$ cat src/rtl/slpcg_pkg.sv
// Constants for the sleep-mode clock gating controller.
// Assumes one 100 MHz core clock and a synchronous active-low reset.
// Overview of operation
// - Six software-selectable sleep modes
// - Idle: CPU stops, SRAM/timers/SPI/IRQ run
// - Power-down: oscillator stops, only IRQ/reset wake
// - Power-save: asynchronous timer keeps running
// - ADC noise: only async timer, ADC and main oscillator run
// - Standby: main oscillator runs, rest sleeps
// - Extended standby: oscillator and async timer run
package slpcg_pkg;

  // ****************************************************************
  // Mode encodings
  // ****************************************************************
  localparam logic [2:0] MODE_IDLE    = 3'h0;
  localparam logic [2:0] MODE_ADC_NR  = 3'h1;
  localparam logic [2:0] MODE_PWR_DN  = 3'h2;
  localparam logic [2:0] MODE_PWR_SV  = 3'h3;
  localparam logic [2:0] MODE_STBY    = 3'h6;
  localparam logic [2:0] MODE_EXT_STB = 3'h7;

  // ****************************************************************
  // Clock enable vector field positions
  // ****************************************************************
  localparam int CE_CPU   = 0;
  localparam int CE_SRAM  = 1;
  localparam int CE_TMR   = 2;
  localparam int CE_SPI   = 3;
  localparam int CE_IRQ   = 4;
  localparam int CE_ASY   = 5;
  localparam int CE_ADC   = 6;
  localparam int CE_OSC   = 7;
  localparam int CE_IO    = 8;
  localparam int CE_W     = 9;

  localparam logic [8:0] CE_ALL_ON  = 9'h1FF;
  localparam logic [8:0] CE_RST_VAL = 9'h1FF;

endpackage : slpcg_pkg

$ cat src/rtl/slpcg_mode_dec.sv
// Combinational decode of a sleep mode into clock enables.
// Assumes the mode code comes from the core's registered selection.
`timescale 1ns/1ps
module slpcg_mode_dec (
  input  wire logic [2:0] mode,      // Selected sleep mode
  output logic      [8:0] ce,        // Clock enables while asleep
  output logic            valid      // Mode code is a defined mode
);

  always_comb begin
    ce    = '0;
    valid = 1'b1;
    case (mode)
      slpcg_pkg::MODE_IDLE: begin
        ce[slpcg_pkg::CE_SRAM] = 1'b1;
        ce[slpcg_pkg::CE_TMR]  = 1'b1;
        ce[slpcg_pkg::CE_SPI]  = 1'b1;
        ce[slpcg_pkg::CE_IRQ]  = 1'b1;
        ce[slpcg_pkg::CE_OSC]  = 1'b1;
        ce[slpcg_pkg::CE_ADC]  = 1'b1;
        ce[slpcg_pkg::CE_ASY]  = 1'b1;
        ce[slpcg_pkg::CE_IO]   = 1'b1;
      end
      slpcg_pkg::MODE_ADC_NR: begin
        ce[slpcg_pkg::CE_ASY] = 1'b1;
        ce[slpcg_pkg::CE_ADC] = 1'b1;
        ce[slpcg_pkg::CE_OSC] = 1'b1;
      end
      slpcg_pkg::MODE_PWR_DN: ce = '0;
      slpcg_pkg::MODE_PWR_SV: ce[slpcg_pkg::CE_ASY] = 1'b1;
      slpcg_pkg::MODE_STBY: ce[slpcg_pkg::CE_OSC] = 1'b1;
      slpcg_pkg::MODE_EXT_STB: begin
        ce[slpcg_pkg::CE_OSC] = 1'b1;
        ce[slpcg_pkg::CE_ASY] = 1'b1;
      end
      default: valid = 1'b0;
    endcase
  end

endmodule : slpcg_mode_dec

$ cat src/rtl/slpcg_top.sv
// Sleep controller: enters the chosen mode on a sleep request and
// gates clock domains until an interrupt or reset wakes the device.
// Assumes sleep_req, sleep_en, mode_sel come from the core clock domain;
// ext_irq_b arrives from pins and is synchronised here.
`timescale 1ns/1ps
module slpcg_top (
  input  wire logic       core_clk,    // 100 MHz system clock
  input  wire logic       rst_b,       // Synchronous reset, active low
  input  wire logic       sleep_en,    // Sleep enable from core
  input  wire logic [2:0] mode_sel,    // Sleep mode select from core
  input  wire logic       sleep_req,   // One-cycle sleep instruction pulse
  input  wire logic       irq_pend,    // Internal interrupt pending
  input  wire logic       ext_irq_b,   // External interrupt pin, active low
  output logic            cpu_ce,      // CPU clock enable
  output logic            sram_ce,     // SRAM clock enable
  output logic            tmr_ce,      // Timer/counter clock enable
  output logic            spi_ce,      // SPI clock enable
  output logic            irq_ce,      // Interrupt system clock enable
  output logic            asy_ce,      // Asynchronous timer enable
  output logic            adc_ce,      // ADC clock enable
  output logic            osc_en,      // Main oscillator enable
  output logic            io_ce,       // Other I/O clock enable
  output logic            asleep,      // Device is sleeping
  output logic            wake_pulse   // One cycle at wake-up
);

  // ****************************************************************
  // State
  // ****************************************************************
  typedef enum logic [1:0] {
    ST_RUN   = 2'b01,
    ST_SLEEP = 2'b10
  } slpcg_state_t;

  slpcg_state_t st_ff, nxt_st;
  logic [8:0]   ce_ff, nxt_ce;
  logic [2:0]   mode_ff, nxt_mode;
  logic         wake_ff, nxt_wake;
  logic         irq_s1_ff, irq_s2_ff;
  logic [8:0]   dec_ce;
  logic         dec_valid;
  logic         wake_evt;

  slpcg_mode_dec slpcg_mode_dec_inst (
    .mode  (mode_sel),
    .ce    (dec_ce),
    .valid (dec_valid)
  );

  // ****************************************************************
  // Wake event
  // ****************************************************************
  // Pin crosses two flops before use
  always_ff @(posedge core_clk) begin
    if (!rst_b) begin
      irq_s1_ff <= 1'b0;
      irq_s2_ff <= 1'b0;
    end else begin
      irq_s1_ff <= ~ext_irq_b;
      irq_s2_ff <= irq_s1_ff;
    end
  end

  // Only interrupts wake; reset wakes via rst_b
  assign wake_evt = irq_pend | irq_s2_ff;

  // ****************************************************************
  // Sleep sequencer
  // ****************************************************************
  always_comb begin
    nxt_st   = st_ff;
    nxt_ce   = ce_ff;
    nxt_mode = mode_ff;
    nxt_wake = 1'b0;
    case (st_ff)
      ST_RUN: begin
        // Undefined mode codes are ignored rather than freezing clocks
        if (sleep_req && sleep_en && dec_valid && !wake_evt) begin
          nxt_st   = ST_SLEEP;
          nxt_ce   = dec_ce;
          nxt_mode = mode_sel;
        end
      end
      ST_SLEEP: begin
        if (wake_evt) begin
          nxt_st   = ST_RUN;
          nxt_ce   = slpcg_pkg::CE_ALL_ON;
          nxt_wake = 1'b1;
        end
      end
      default: begin
        nxt_st = ST_RUN;
        nxt_ce = slpcg_pkg::CE_ALL_ON;
      end
    endcase
  end

  always_ff @(posedge core_clk) begin
    if (!rst_b) begin
      st_ff   <= ST_RUN;
      ce_ff   <= slpcg_pkg::CE_RST_VAL;
      mode_ff <= slpcg_pkg::MODE_IDLE;
      wake_ff <= 1'b0;
    end else begin
      st_ff   <= nxt_st;
      ce_ff   <= nxt_ce;
      mode_ff <= nxt_mode;
      wake_ff <= nxt_wake;
    end
  end

  // ****************************************************************
  // Outputs straight from flops
  // ****************************************************************
  always_comb begin
    cpu_ce     = ce_ff[slpcg_pkg::CE_CPU];
    sram_ce    = ce_ff[slpcg_pkg::CE_SRAM];
    tmr_ce     = ce_ff[slpcg_pkg::CE_TMR];
    spi_ce     = ce_ff[slpcg_pkg::CE_SPI];
    irq_ce     = ce_ff[slpcg_pkg::CE_IRQ];
    asy_ce     = ce_ff[slpcg_pkg::CE_ASY];
    adc_ce     = ce_ff[slpcg_pkg::CE_ADC];
    osc_en     = ce_ff[slpcg_pkg::CE_OSC];
    io_ce      = ce_ff[slpcg_pkg::CE_IO];
    asleep     = st_ff[1];
    wake_pulse = wake_ff;
  end

  // ****************************************************************
  // Checks
  // ****************************************************************
  property p_enter;
    @(posedge core_clk) disable iff (!rst_b)
      (st_ff == ST_RUN && sleep_req && sleep_en && dec_valid && !wake_evt)
      |=> (asleep && !cpu_ce);
  endproperty
  a_enter: assert property (p_enter) else $error("sleep not entered");

  property p_idle;
    @(posedge core_clk) disable iff (!rst_b)
      (asleep && mode_ff == slpcg_pkg::MODE_IDLE)
      |-> (!cpu_ce && sram_ce && tmr_ce && spi_ce && irq_ce);
  endproperty
  a_idle: assert property (p_idle) else $error("idle enables wrong");

  property p_pdown;
    @(posedge core_clk) disable iff (!rst_b)
      (asleep && mode_ff == slpcg_pkg::MODE_PWR_DN) |-> (ce_ff == 9'h000);
  endproperty
  a_pdown: assert property (p_pdown) else $error("power-down not all off");

  property p_psave;
    @(posedge core_clk) disable iff (!rst_b)
      (asleep && mode_ff == slpcg_pkg::MODE_PWR_SV) |-> (asy_ce && !osc_en && !cpu_ce);
  endproperty
  a_psave: assert property (p_psave) else $error("power-save enables wrong");

  property p_adcnr;
    @(posedge core_clk) disable iff (!rst_b)
      (asleep && mode_ff == slpcg_pkg::MODE_ADC_NR)
      |-> (asy_ce && adc_ce && !cpu_ce && !io_ce && !spi_ce && !tmr_ce);
  endproperty
  a_adcnr: assert property (p_adcnr) else $error("adc noise enables wrong");

  property p_stby;
    @(posedge core_clk) disable iff (!rst_b)
      (asleep && mode_ff == slpcg_pkg::MODE_STBY) |-> (osc_en && !asy_ce && !cpu_ce);
  endproperty
  a_stby: assert property (p_stby) else $error("standby enables wrong");

  property p_xstby;
    @(posedge core_clk) disable iff (!rst_b)
      (asleep && mode_ff == slpcg_pkg::MODE_EXT_STB) |-> (osc_en && asy_ce && !cpu_ce);
  endproperty
  a_xstby: assert property (p_xstby) else $error("ext standby enables wrong");

  property p_wake;
    @(posedge core_clk) disable iff (!rst_b)
      (asleep && wake_evt)
      |=> (!asleep && wake_pulse && ce_ff == slpcg_pkg::CE_ALL_ON) ##1 !wake_pulse;
  endproperty
  a_wake: assert property (p_wake) else $error("wake did not restore clocks");

  property p_cpu_off;
    @(posedge core_clk) disable iff (!rst_b)
      asleep |-> !cpu_ce;
  endproperty
  a_cpu_off: assert property (p_cpu_off) else $error("cpu clock runs asleep");

  // Mode is taken at the request edge, not from later mode_sel changes
  property p_entry_mode;
    @(posedge core_clk) disable iff (!rst_b)
      (st_ff == ST_RUN && nxt_st == ST_SLEEP)
      |=> (asleep && mode_ff == $past(mode_sel));
  endproperty
  a_entry_mode: assert property (p_entry_mode) else $error("wrong mode recorded");

  property p_refuse;
    @(posedge core_clk) disable iff (!rst_b)
      (st_ff == ST_RUN && sleep_req && (!sleep_en || !dec_valid || wake_evt))
      |=> (!asleep && ce_ff == slpcg_pkg::CE_ALL_ON);
  endproperty
  a_refuse: assert property (p_refuse) else $error("refused request slept");

  // Only a wake event may leave sleep; late requests must not retarget
  property p_hold;
    @(posedge core_clk) disable iff (!rst_b)
      (asleep && !wake_evt) |=> (asleep && $stable(ce_ff));
  endproperty
  a_hold: assert property (p_hold) else $error("sleep left without wake");

  property p_pulse;
    @(posedge core_clk) disable iff (!rst_b)
      wake_pulse |-> (!asleep && $past(asleep));
  endproperty
  a_pulse: assert property (p_pulse) else $error("wake pulse without sleep");

  property p_run;
    @(posedge core_clk) disable iff (!rst_b)
      !asleep |-> (ce_ff == slpcg_pkg::CE_ALL_ON && cpu_ce);
  endproperty
  a_run: assert property (p_run) else $error("clock gated while running");

  // No disable here: this one watches the reset itself
  property p_reset;
    @(posedge core_clk)
      !rst_b |=> (!asleep && !wake_pulse && ce_ff == slpcg_pkg::CE_RST_VAL);
  endproperty
  a_reset: assert property (p_reset) else $error("reset left clocks gated");

endmodule : slpcg_top

$ cat config.mk
export PLATFORM = sky130hd
export DESIGN_NAME = slpcg_top
export DESIGN_NICKNAME = d
export VERILOG_FILES = /design/src/rtl/slpcg_pkg.sv /design/src/rtl/slpcg_mode_dec.sv /design/src/rtl/slpcg_top.sv
export SDC_FILE = /design/constraint.sdc
export NUM_CORES = 1
export LEC_CHECK = 0
export BUFFER_PORTS_ARGS = -buffer_cell sky130_fd_sc_hd__clkbuf_2
export CAP_MARGIN = 20
export CORE_MARGIN = 5
export CORE_UTILIZATION = 42
export CTS_CLUSTER_DIAMETER = 150
export DETAILED_ROUTE_END_ITERATION = 10
export MAX_ROUTING_LAYER = met4
export PLACE_DENSITY = 0.71
export SYNTH_ARGS = -nofsm -noshare
export SYNTH_HDL_FRONTEND = slang
export SYNTH_HIERARCHICAL = 1
export SYNTH_SLANG_ARGS = --single-unit
$ cat constraint.sdc
create_clock -name core_clk -period 1.15 [get_ports core_clk]
set_input_delay 0.115 -clock core_clk [delete_from_list [all_inputs] [get_ports core_clk]]
set_output_delay 0.115 -clock core_clk [all_outputs]
set_load 0.05 [all_outputs]
==> impl_metrics.tcl, run 1 <==
set metrics [dict create \
    status "complete, but fails checks" \
    violations "negative setup slack" \
    area_growth_pct 40.60 \
    antenna_found_initial 0 \
    cpPeakStageDelay_ns 0.34 \
    gp_congestion 0.6756 \
    cp.required_ns 1.32 \
    num_vias 447 \
    hp-start "rst_b" \
    cts.clk_slew.worst_paths_ns 0.08 \
    critPathSlowestCell "dfxtp_2" \
    critPathKind "flop to flop" \
    synth_top_family_by_area "compound AO/OA/AOI/OAI gates" \
    wl_mm 1.131 \
    yosys.area_share.adder 0 \
    cap_violations 0 \
    synth_compound_area_frac 0.2308 \
    nNetsFinal 90 \
    yosysSeqAreaShare 0.4786 \
    vias_per_cell 4.705 \
    syn_avg_cell_area_um2 11.71 \
    numClockSinks 14 \
    root_buffer "clkbuf_4" \
    yosysWarnings 6 \
    cts_buffers 3 \
    drc 0 \
    firstDrtPassIters 2 \
    slew_violations 0 \
    drive_gt1_frac 0.6625 \
    powerDensity_mw_per_mm2 1247 \
    grt_max_degree 10 \
    finalInstanceArea_um2 823.3 \
    regToRegSetupSlack_ns -0.08 \
    grtUsageTotal 0.1172 \
    die-area_mm2 0.002241 \
    ys_types 24 \
    worst-path-max-fanout 4 \
    worstHoldEndpoint "wake_pulse$_SDFF_PN0_" \
    crit_buf_inv 2 \
    diodes 0 \
    cp.arrival_ns 1.40 \
    start_util 0.4444 \
    r2r_end "ce_ff[3]$_SDFFE_PN1P_" \
    wire_per_inst_um 11.91 \
    path_delay_family "simple AND/OR/NAND/NOR gates" \
    fill_cells 107 \
    synthCells 50 \
    cts_buffer_depth 2 \
    post-route-period-util 1.068 \
    grt_pass1_vias 414 \
    r2r_start "st_ff[0]$_SDFFE_PN1P_" \
    fin_hold_ws_ns 0.2148 \
    htreeDepth 1 \
    hold_depth 3 \
    clk_latency_ns 0.27 \
    row_count 13 \
    syn_area_um2 585.6 \
    finalSetupViolations 9 \
    portBuffers 19 \
    min_period_ns 1.228 \
    crit_chain "inv_2, nor3b_4, buf_4, nand3_4, o22a_2" \
    min_path_type "input port to flop" \
    place_hpwl_um 781.2 \
    synthMuxAreaShare 0 \
    hold_viol 0 \
    fin_ws_ns -0.07773 \
    first_iter_violations 2 \
    peakVddDrop_mv 0.9820 \
    finalSetupTns_ns -0.3086 \
    ios 20 \
    cts_tree "yes" \
    fin_skew_ns 0.001012 \
    synth_simple_gate_area_frac 0.1859 \
    fp.coreArea_mm2 0.001318 \
    cp-start-kind "flop" \
    fp.dieH_um 47.34 \
    synthesis.nets 59 \
    overflow 0 \
    power_leakage_nw 0.3554 \
    chipWidth_um 47.34 \
    pre_cts_ws_ns -0.1898 \
    ys_ff_latch 14 \
    endpoint_kind "flop" \
    placed_cell_area_um2 721.9 \
    power.total_mw 1.026 \
    grt_pass1_wl_mm 1.773 \
    rr_worst_depth 5 \
    drtAntennaViolNets 0 \
    rsz0062_at_grt "true" \
    max_freq_mhz 814.5 \
    synthXorXnorAreaFrac 0.01496 \
]
-- flip-flops by register name (all words and copies together) (netlist names) --
register and count:
irq_s2_ff 1, st_ff 2, ce_ff 9, wake_pulse 1, irq_s1_ff 1
-- worst register-to-register path, stage by stage (launching register included) --
cell,delay [ns]
dfxtp_2,0.34
inv_2,0.06
nor3b_4,0.26
buf_4,0.18
nand3_4,0.09
o22a_2,0.21
-- how the worst max path moves through the flow --
stage | start | endpoint | slack, ns | cells past startpoint
global route | st_ff[0]$_SDFFE_PN1P_ | ce_ff[7]$_SDFFE_PN1P_ | -0.12 | 4
floorplan | st_ff[1]$_SDFFE_PN0P_ | ce_ff[0]$_SDFFE_PN1P_ | -0.04 | 4
detailed placement | mode_sel[1] | ce_ff[7]$_SDFFE_PN1P_ | -0.19 | 6
CTS | irq_s2_ff$_SDFF_PN0_ | ce_ff[0]$_SDFFE_PN1P_ | -0.06 | 4
global placement | mode_sel[1] | ce_ff[7]$_SDFFE_PN1P_ | -0.15 | 6
finish | st_ff[0]$_SDFFE_PN1P_ | ce_ff[3]$_SDFFE_PN1P_ | -0.08 | 5
-- Yosys cell counts --
cell,instances,area [um2]
inv_1,2,7.510
a211oi_2,1,12.51
nor2_1,2,7.510
o22a_2,7,70.07
nand2b_1,1,6.260
conb_1,1,3.750
xnor2_1,1,8.760
nand3_4,1,17.52
o21ai_4,1,16.27
o22a_1,1,8.760
nor2b_1,1,6.260
o211a_1,1,10.01
o32a_1,1,10.01
and3_4,1,11.26
buf_4,5,37.54
a21boi_1,1,7.510
nor2_2,1,6.260
and2_1,2,12.51
nor3b_4,1,18.77
dfxtp_1,14,280.3
nor2b_4,1,13.76
inv_2,1,3.750
nor3_1,1,5.000
nand2_1,1,3.750
-- routing by layer --
layer	vias up	GRT usage	routed length [um]
met3	4	0.02299	70
met4	0	0.04972	27
li1	232	-	-
met1	198	0.1279	447
met2	13	0.2032	585
met5	-	-	0
-- where the power goes --
group | switching (mW) | leakage (nW) | total, mW | internal (mW)
combinational | 0.104 | 0.219 | 0.177 | 0.0732
clock | 0.149 | 0.0210 | 0.341 | 0.192
sequential | 0.00903 | 0.115 | 0.509 | 0.500
-- layout by cell type (no fill, tap or decap), types with 2 or more instances in the layout --
| cell | Yosys | routed |
|---|---|---|
| nand3_4 | 1 | 2 |
| dfxtp_1 | 14 | 11 |
| clkbuf_2 | 0 | 19 |
| inv_1 | 2 | 2 |
| buf_4 | 5 | 9 |
| o22a_2 | 7 | 7 |
| clkbuf_4 | 0 | 3 |
| nor2_1 | 2 | 2 |
| dfxtp_2 | 0 | 2 |
-- timing repair --
item	CTS	global route
hold buffers	1	0
buffers inserted	0	2
endpoints found under the hold margin	1	0
gates cloned	1	1
pin swaps	2	6
resized for setup	0	4
setup endpoints to repair	9	9
-- stage by stage --
stage                     cells  utilization
final                        95       0.6249
after global routing         95       0.6249
after CTS                    92       0.5897
after detailed placement     86       0.5480
after global placement       86       0.5480
after floorplan              50            -
-- logic make-up after synthesis --
group | after synthesis
buffers and inverters | 8
AND/OR/NAND/NOR | 13
other | 1
XOR/XNOR | 1
AO/OA/AOI/OAI | 13
flip-flops | 14
-- area by class of cell --
type | count | area (um2) | area share
Sequential cell | 14 | 286.5 | 0.3480
Inverter | 3 | 11.26 | 0.01368
Multi-Input combinational cell | 30 | 297.8 | 0.3617
Tap cell | 15 | 18.77 | 0.02280
Clock buffer | 4 | 36.28 | 0.04407
Timing Repair Buffer | 29 | 172.7 | 0.2097
Power figures use the tool's default switching activity.
==> run 2: changes to the inputs <==
--- a/config.mk
+++ b/config.mk
@@ -8,11 +8,12 @@
 export BUFFER_PORTS_ARGS = -buffer_cell sky130_fd_sc_hd__clkbuf_2
 export CAP_MARGIN = 20
 export CORE_MARGIN = 5
-export CORE_UTILIZATION = 42
+export CORE_UTILIZATION = 45
+export CTS_BUF_LIST = sky130_fd_sc_hd__clkbuf_4
 export CTS_CLUSTER_DIAMETER = 150
 export DETAILED_ROUTE_END_ITERATION = 10
 export MAX_ROUTING_LAYER = met4
-export PLACE_DENSITY = 0.71
+export PLACE_DENSITY = 0.76
 export SYNTH_ARGS = -nofsm -noshare
 export SYNTH_HDL_FRONTEND = slang
 export SYNTH_HIERARCHICAL = 1
==> run 2 against run 1 <==
  * The run still ends with negative setup slack left
  * Via count rose by 6.5%
  * Clock skew rose by 0.0078 ns
  * Hold slack got worse by 0.030 ns
  * Critical endpoint is now ce_ff[7]$_SDFFE_PN1P_
  * Final area fell by 3.2%
  * Highest routed layer unchanged
  * Clock power fell by 9.4%
  * Combinational power barely moved
  * Total power fell by 3.4%
==> impl_metrics.tcl, run 2 (synthesized netlist as in run 1, its figures left out) <==
set metrics [dict create \
    wl_mm 1.244 \
    peakVddDrop_mv 0.7148 \
    crit_buf_inv 0 \
    drive_gt1_frac 0.6410 \
    worst-path-max-fanout 5 \
    post-route-period-util 1.049 \
    seqPwrFrac 0.513 \
    violations "negative setup slack" \
    hp-start "rst_b" \
    antenna_found_initial 0 \
    gp_congestion 0.7088 \
    hold_viol 0 \
    pwr-share-comb 0.175 \
    dp_cells 84 \
    grt_max_degree 10 \
    drc 0 \
    final_cells 93 \
    vias_per_cell 5.118 \
    start_util 0.4615 \
    cpPeakStageDelay_ns 0.37 \
    first_iter_violations 5 \
    drtAntennaViolNets 0 \
    regMostFlops "ce_ff" \
    highest_layer "met4" \
    critPathKind "flop to flop" \
    overflow 0 \
    grt_pass1_vias 481 \
    finalSetupTns_ns -0.2163 \
    max_freq_mhz 828.7 \
    placed_cell_area_um2 706.9 \
    diodes 0 \
    r2r_start "st_ff[1]$_SDFFE_PN0P_" \
    die-area_mm2 0.002122 \
    powerDensity_mw_per_mm2 1244 \
    cts_tree "yes" \
    p_int_mw 0.7302 \
    largest_reg_flops 9 \
    slew_violations 0 \
    crit_chain "nor3b_4, nand3_4, o32a_1" \
    fin_skew_ns 0.008762 \
    cts_buffer_depth 2 \
    finalInstanceArea_um2 797.0 \
    path_delay_family "simple AND/OR/NAND/NOR gates" \
    finalSetupViolations 9 \
    fill_cells 110 \
    hold_depth 3 \
    min_period_ns 1.207 \
    power_leakage_nw 0.3459 \
    seqCellArea_um2 285.3 \
    route.met2.wl_um 635 \
    power_switching_mw 0.2611 \
    status "complete, but fails checks" \
    row_count 13 \
    critPathSlowestCell "dfxtp_4" \
    firstDrtPassIters 4 \
    rsz0062_at_grt "true" \
    pwr-share-clk 0.312 \
    multiInputGateArea_um2 274.0 \
    place_hpwl_um 822 \
    rr_worst_depth 3 \
    chipWidth_um 46.07 \
    grt_pass1_wl_mm 2.173 \
    mostFrequentLayoutCell "clkbuf_2" \
    min_path_type "input port to flop" \
    num_vias 476 \
    fin_hold_ws_ns 0.1852 \
    worstSetupStartpoint "st_ff[1]$_SDFFE_PN0P_" \
    cts_buffers 3 \
    p_sw_frac 0.2634 \
    cts.clk_slew.worst_paths_ns 0.09 \
    numClockSinks 14 \
    met3_length_um 75 \
    ios 20 \
    pre_cts_ws_ns -0.1810 \
    cp.required_ns 1.32 \
    endpoint_kind "flop" \
    clk_latency_ns 0.28 \
    nNetsFinal 88 \
    cp-start-kind "flop" \
    grtUsageTotal 0.1553 \
    htreeDepth 1 \
    final_cell_mix "clkbuf_2 (19), dfxtp_1 (12), o22a_2 (7), buf_4 (7), clkbuf_4 (4)" \
    fin_ws_ns -0.05669 \
    wire_per_inst_um 13.38 \
    drt-met1-wl_um 505 \
    root_buffer "clkbuf_4" \
    portBuffers 19 \
    reg_top3 "ce_ff x9, st_ff x2" \
    path_depth 3 \
    cp.arrival_ns 1.38 \
    power.total_mw 0.9913 \
    fp.coreArea_mm2 0.001269 \
    area_growth_pct 36.11 \
    utilization 0.6282 \
    fp.dieH_um 46.07 \
    cap_violations 0 \
]
run 2: layout make-up:
class,instances,area share
sequential,14,0.3579
timing repair buffer,28,0.2229
tap,15,0.02355
multi-input combinational,29,0.3438
clock buffer,4,0.03768
inverter,3,0.01413
run 2: worst paths after layout:
kind / to / slack (ns)
worst max-delay path: ce_ff[7]$_SDFFE_PN1P_ / -0.06
worst min-delay path: wake_pulse$_SDFF_PN0_ / 0.19
worst max register to register: ce_ff[7]$_SDFFE_PN1P_ / -0.06
worst min register to register: irq_s2_ff$_SDFF_PN0_ / 0.46
run 2: routing by layer:
metal / vias to the layer above / track usage
met5: - / -
met2: 17 / 0.2555
met4: 0 / 0.1023
met3: 2 / 0.02344
met1: 224 / 0.1710
li1: 233 / -
run 2: worst reg2reg max path, delay by kind of cell (launching register included):
family | cells | cell delay (ns)
flip-flops | 1 | 0.37
AO/OA/AOI/OAI | 1 | 0.30
AND/OR/NAND/NOR | 2 | 0.42
run 2: power groups by stage:
stage / Combinational, mW / Sequential (mW) / Clock (mW)
after CTS: 0.173 / 0.508 / 0.306
after global routing: 0.185 / 0.511 / 0.339
after detailed placement: 0.150 / 0.520 / 0
final: 0.174 / 0.509 / 0.309
after global placement: 0.147 / 0.519 / 0
after floorplan: 0.0638 / 0.563 / 0
run 2: what timing repair did:
item | in CTS | in global routing
hold buffers | 1 | 0
cloned | 1 | 0
hold endpoints to repair | 1 | 0
setup buffers | 3 | 0
setup endpoints to repair | 9 | 10
pin swaps | 4 | 5
resized for setup | 1 | 0
==> run 3: changes to the inputs <==
--- a/config.mk
+++ b/config.mk
@@ -5,10 +5,11 @@
 export SDC_FILE = /design/constraint.sdc
 export NUM_CORES = 1
 export LEC_CHECK = 0
+export ABC_AREA = 1
 export BUFFER_PORTS_ARGS = -buffer_cell sky130_fd_sc_hd__clkbuf_2
 export CAP_MARGIN = 20
 export CORE_MARGIN = 5
-export CORE_UTILIZATION = 45
+export CORE_UTILIZATION = 47
 export CTS_BUF_LIST = sky130_fd_sc_hd__clkbuf_4
 export CTS_CLUSTER_DIAMETER = 150
 export DETAILED_ROUTE_END_ITERATION = 10
==> run 3 against run 2 <==
  * The flow now finishes without violations
  * Hold slack got worse by 0.064 ns
  * Sequential power increased by 4.1%
  * Clock-buffer cell count decreased by 1
  * Total power increased by 6.5%
  * Routed wire length increased by 8.1%
  * Register-to-register slack improved by 0.12 ns
  * First-iteration DRC count increased by 120%
  * Final area increased by 5.7%
  * Core utilization decreased by 5.6 points
  * Clock power decreased by 15%
  * Critical path type is now flop to output pin
  * Largest power group unchanged
==> impl_metrics.tcl, run 3 <==
set metrics [dict create \
    row_count 14 \
    syn_avg_cell_area_um2 7.340 \
    hp-start "irq_pend" \
    synthCells 97 \
    final_cell_mix "nand2_1 (26), nand3_1 (19), clkbuf_2 (19)" \
    synth_most_common_cell "nand2_1" \
    synth_top_family_by_area "simple AND/OR/NAND/NOR gates" \
    overflow 0 \
    synth_compound_area_frac 0.02285 \
    peakVddDrop_mv 0.3984 \
    numClockSinks 14 \
    fin_hold_ws_ns 0.1212 \
    ios 20 \
    p_int_mw 0.7131 \
    r2r_start "st_ff[0]$_SDFFE_PN1P_" \
    yosys.area.top_type "dfxtp_1" \
    cap_violations 0 \
    endpoint_kind "output pin" \
    critPathSlowestCell "dfxtp_2" \
    largest_reg_flops 9 \
    dp_cells 124 \
    max_freq_mhz 913.0 \
    die-area_mm2 0.002393 \
    yosysWarnings 6 \
    crit_chain "clkbuf_2" \
    synthXorXnorAreaFrac 0 \
    pre_cts_ws_ns 0.01264 \
    rsz0062_at_grt "true" \
    root_buffer "clkbuf_4" \
    min_path_type "input port to flop" \
    firstDrtPassIters 4 \
    yosys-top-cells-count "nand2_1 (26), nand3_1 (19), inv_1 (15)" \
    start_util 0.4838 \
    cp-start-kind "flop" \
    regMostFlops "ce_ff" \
    wire_per_inst_um 10.11 \
    ys.flop_type "dfxtp_1" \
    synthMuxAreaShare 0 \
    crit_buf_inv 1 \
    grtUsageTotal 0.1225 \
    first_iter_violations 11 \
    synth_edf_count 0 \
    worstSetupStartpoint "st_ff[1]$_SDFFE_PN0P_" \
    power_switching_mw 0.3427 \
    fin_skew_ns 0.001900 \
    cts.clk_slew.worst_paths_ns 0.08 \
    vias_per_cell 4.594 \
    path_delay_family "flip-flops" \
    gp_congestion 0.7298 \
    worst-path-max-fanout 4 \
    fp.dieH_um 48.92 \
    status "completed" \
    grt_pass1_wl_mm 2.277 \
    p_sw_frac 0.3246 \
    synth_simple_gate_area_frac 0.3989 \
    nNetsFinal 128 \
    power_leakage_nw 0.4727 \
    portBuffers 19 \
    drive_gt1_frac 0.3504 \
    grt_pass1_vias 562 \
    min_period_ns 1.095 \
    finalSetupTns_ns 0 \
    drc 0 \
    synthesis.nets 106 \
    num_vias 611 \
    htreeDepth 1 \
    synthArstFlopShare 0 \
    ys_types 16 \
    pwr-share-comb 0.247 \
    yosysSeqAreaShare 0.3937 \
    final_cells 133 \
    cp.required_ns 1.03 \
    seqPwrFrac 0.502 \
    fp.coreArea_mm2 0.001471 \
    clk_latency_ns 0.27 \
    cts_buffers 3 \
    finalSetupViolations 0 \
    cts_tree "yes" \
    critPathKind "flop to output pin" \
    grt_max_degree 13 \
    synth.area.top_cells "dfxtp_1 (39%), nand2_1 (14%), nand3_1 (13%), inv_1 (7.9%), buf_4 (5.3%)" \
    cts_buffer_depth 2 \
    post-route-period-util 0.9524 \
    diodes 0 \
    reg_top3 "ce_ff x9, st_ff x2" \
    cpPeakStageDelay_ns 0.40 \
    powerDensity_mw_per_mm2 1254 \
    pwr-share-clk 0.250 \
    cp.arrival_ns 0.98 \
    syn_area_um2 711.9 \
    yosys.area_share.adder 0 \
    antenna_found_initial 0 \
    slew_violations 0 \
    hold_viol 0 \
    drtAntennaViolNets 0 \
    wl_mm 1.345 \
    power.total_mw 1.056 \
    mostFrequentLayoutCell "nand2_1" \
    fin_ws_ns 0.05470 \
    chipWidth_um 48.92 \
    area_growth_pct 18.28 \
    place_hpwl_um 993.2 \
    synth_top_area_frac 0.3937 \
    ys_ff_latch 14 \
]
[run 3: final timing paths]
path                           end  slack, ns  depth (start not counted)
max                         asleep       0.05                          1
min          wake_pulse$_SDFF_PN0_       0.12                          3
max reg2reg  ce_ff[7]$_SDFFE_PN1P_       0.06                          6
min reg2reg   irq_s2_ff$_SDFF_PN0_       0.42                          2
[run 3: what timing repair did]
item,in CTS,in global routing
hold endpoints to repair,1,0
pin swaps,0,2
resized for setup,1,1
setup buffers,0,5
hold buffers,1,0
setup endpoints to repair,1,10
[run 3: layout make-up]
cell class	count	area [um2]
Tap cell	16	20.02
Timing Repair Buffer	25	142.6
Clock buffer	3	22.52
Multi-Input combinational cell	58	311.5
Fill cell	148	629.4
Sequential cell	14	281.5
Inverter	17	63.81
[run 3: cell families (layout without fill, tap and decap cells)]
kind of cell	Yosys count	in the layout
AOI/OAI and AO/OA	1	1
buffers and inverters	25	45
DFF	14	14
other	1	1
and+or+nand+nor	56	56
[run 3: power groups by stage]
stage                     clock [mW]  sequential (mW)  combinational (mW)
after floorplan                    0            0.632               0.108
after global placement             0            0.541               0.240
after detailed placement           0            0.542               0.245
after CTS                      0.273            0.531               0.250
after global routing           0.295            0.535               0.285
final                          0.264            0.530               0.261
[run 3: routing by layer]
layer | vias to the layer above | part of all wire | global-route usage
met4 | 0 | 0.030 | 0.09417
li1 | 328 | - | -
met2 | 19 | 0.49 | 0.1957
met3 | 4 | 0.048 | 0.02141
met1 | 260 | 0.43 | 0.1331
met5 | - | 0 | -
[run 3: per-stage QoR]
step	cell area (um2)	util
final	842.1	0.5723
after global routing	842.1	0.5723
after CTS	804.5	0.5468
after detailed placement	764.5	0.5196
after global placement	764.5	0.5196
after floorplan	713.2	-
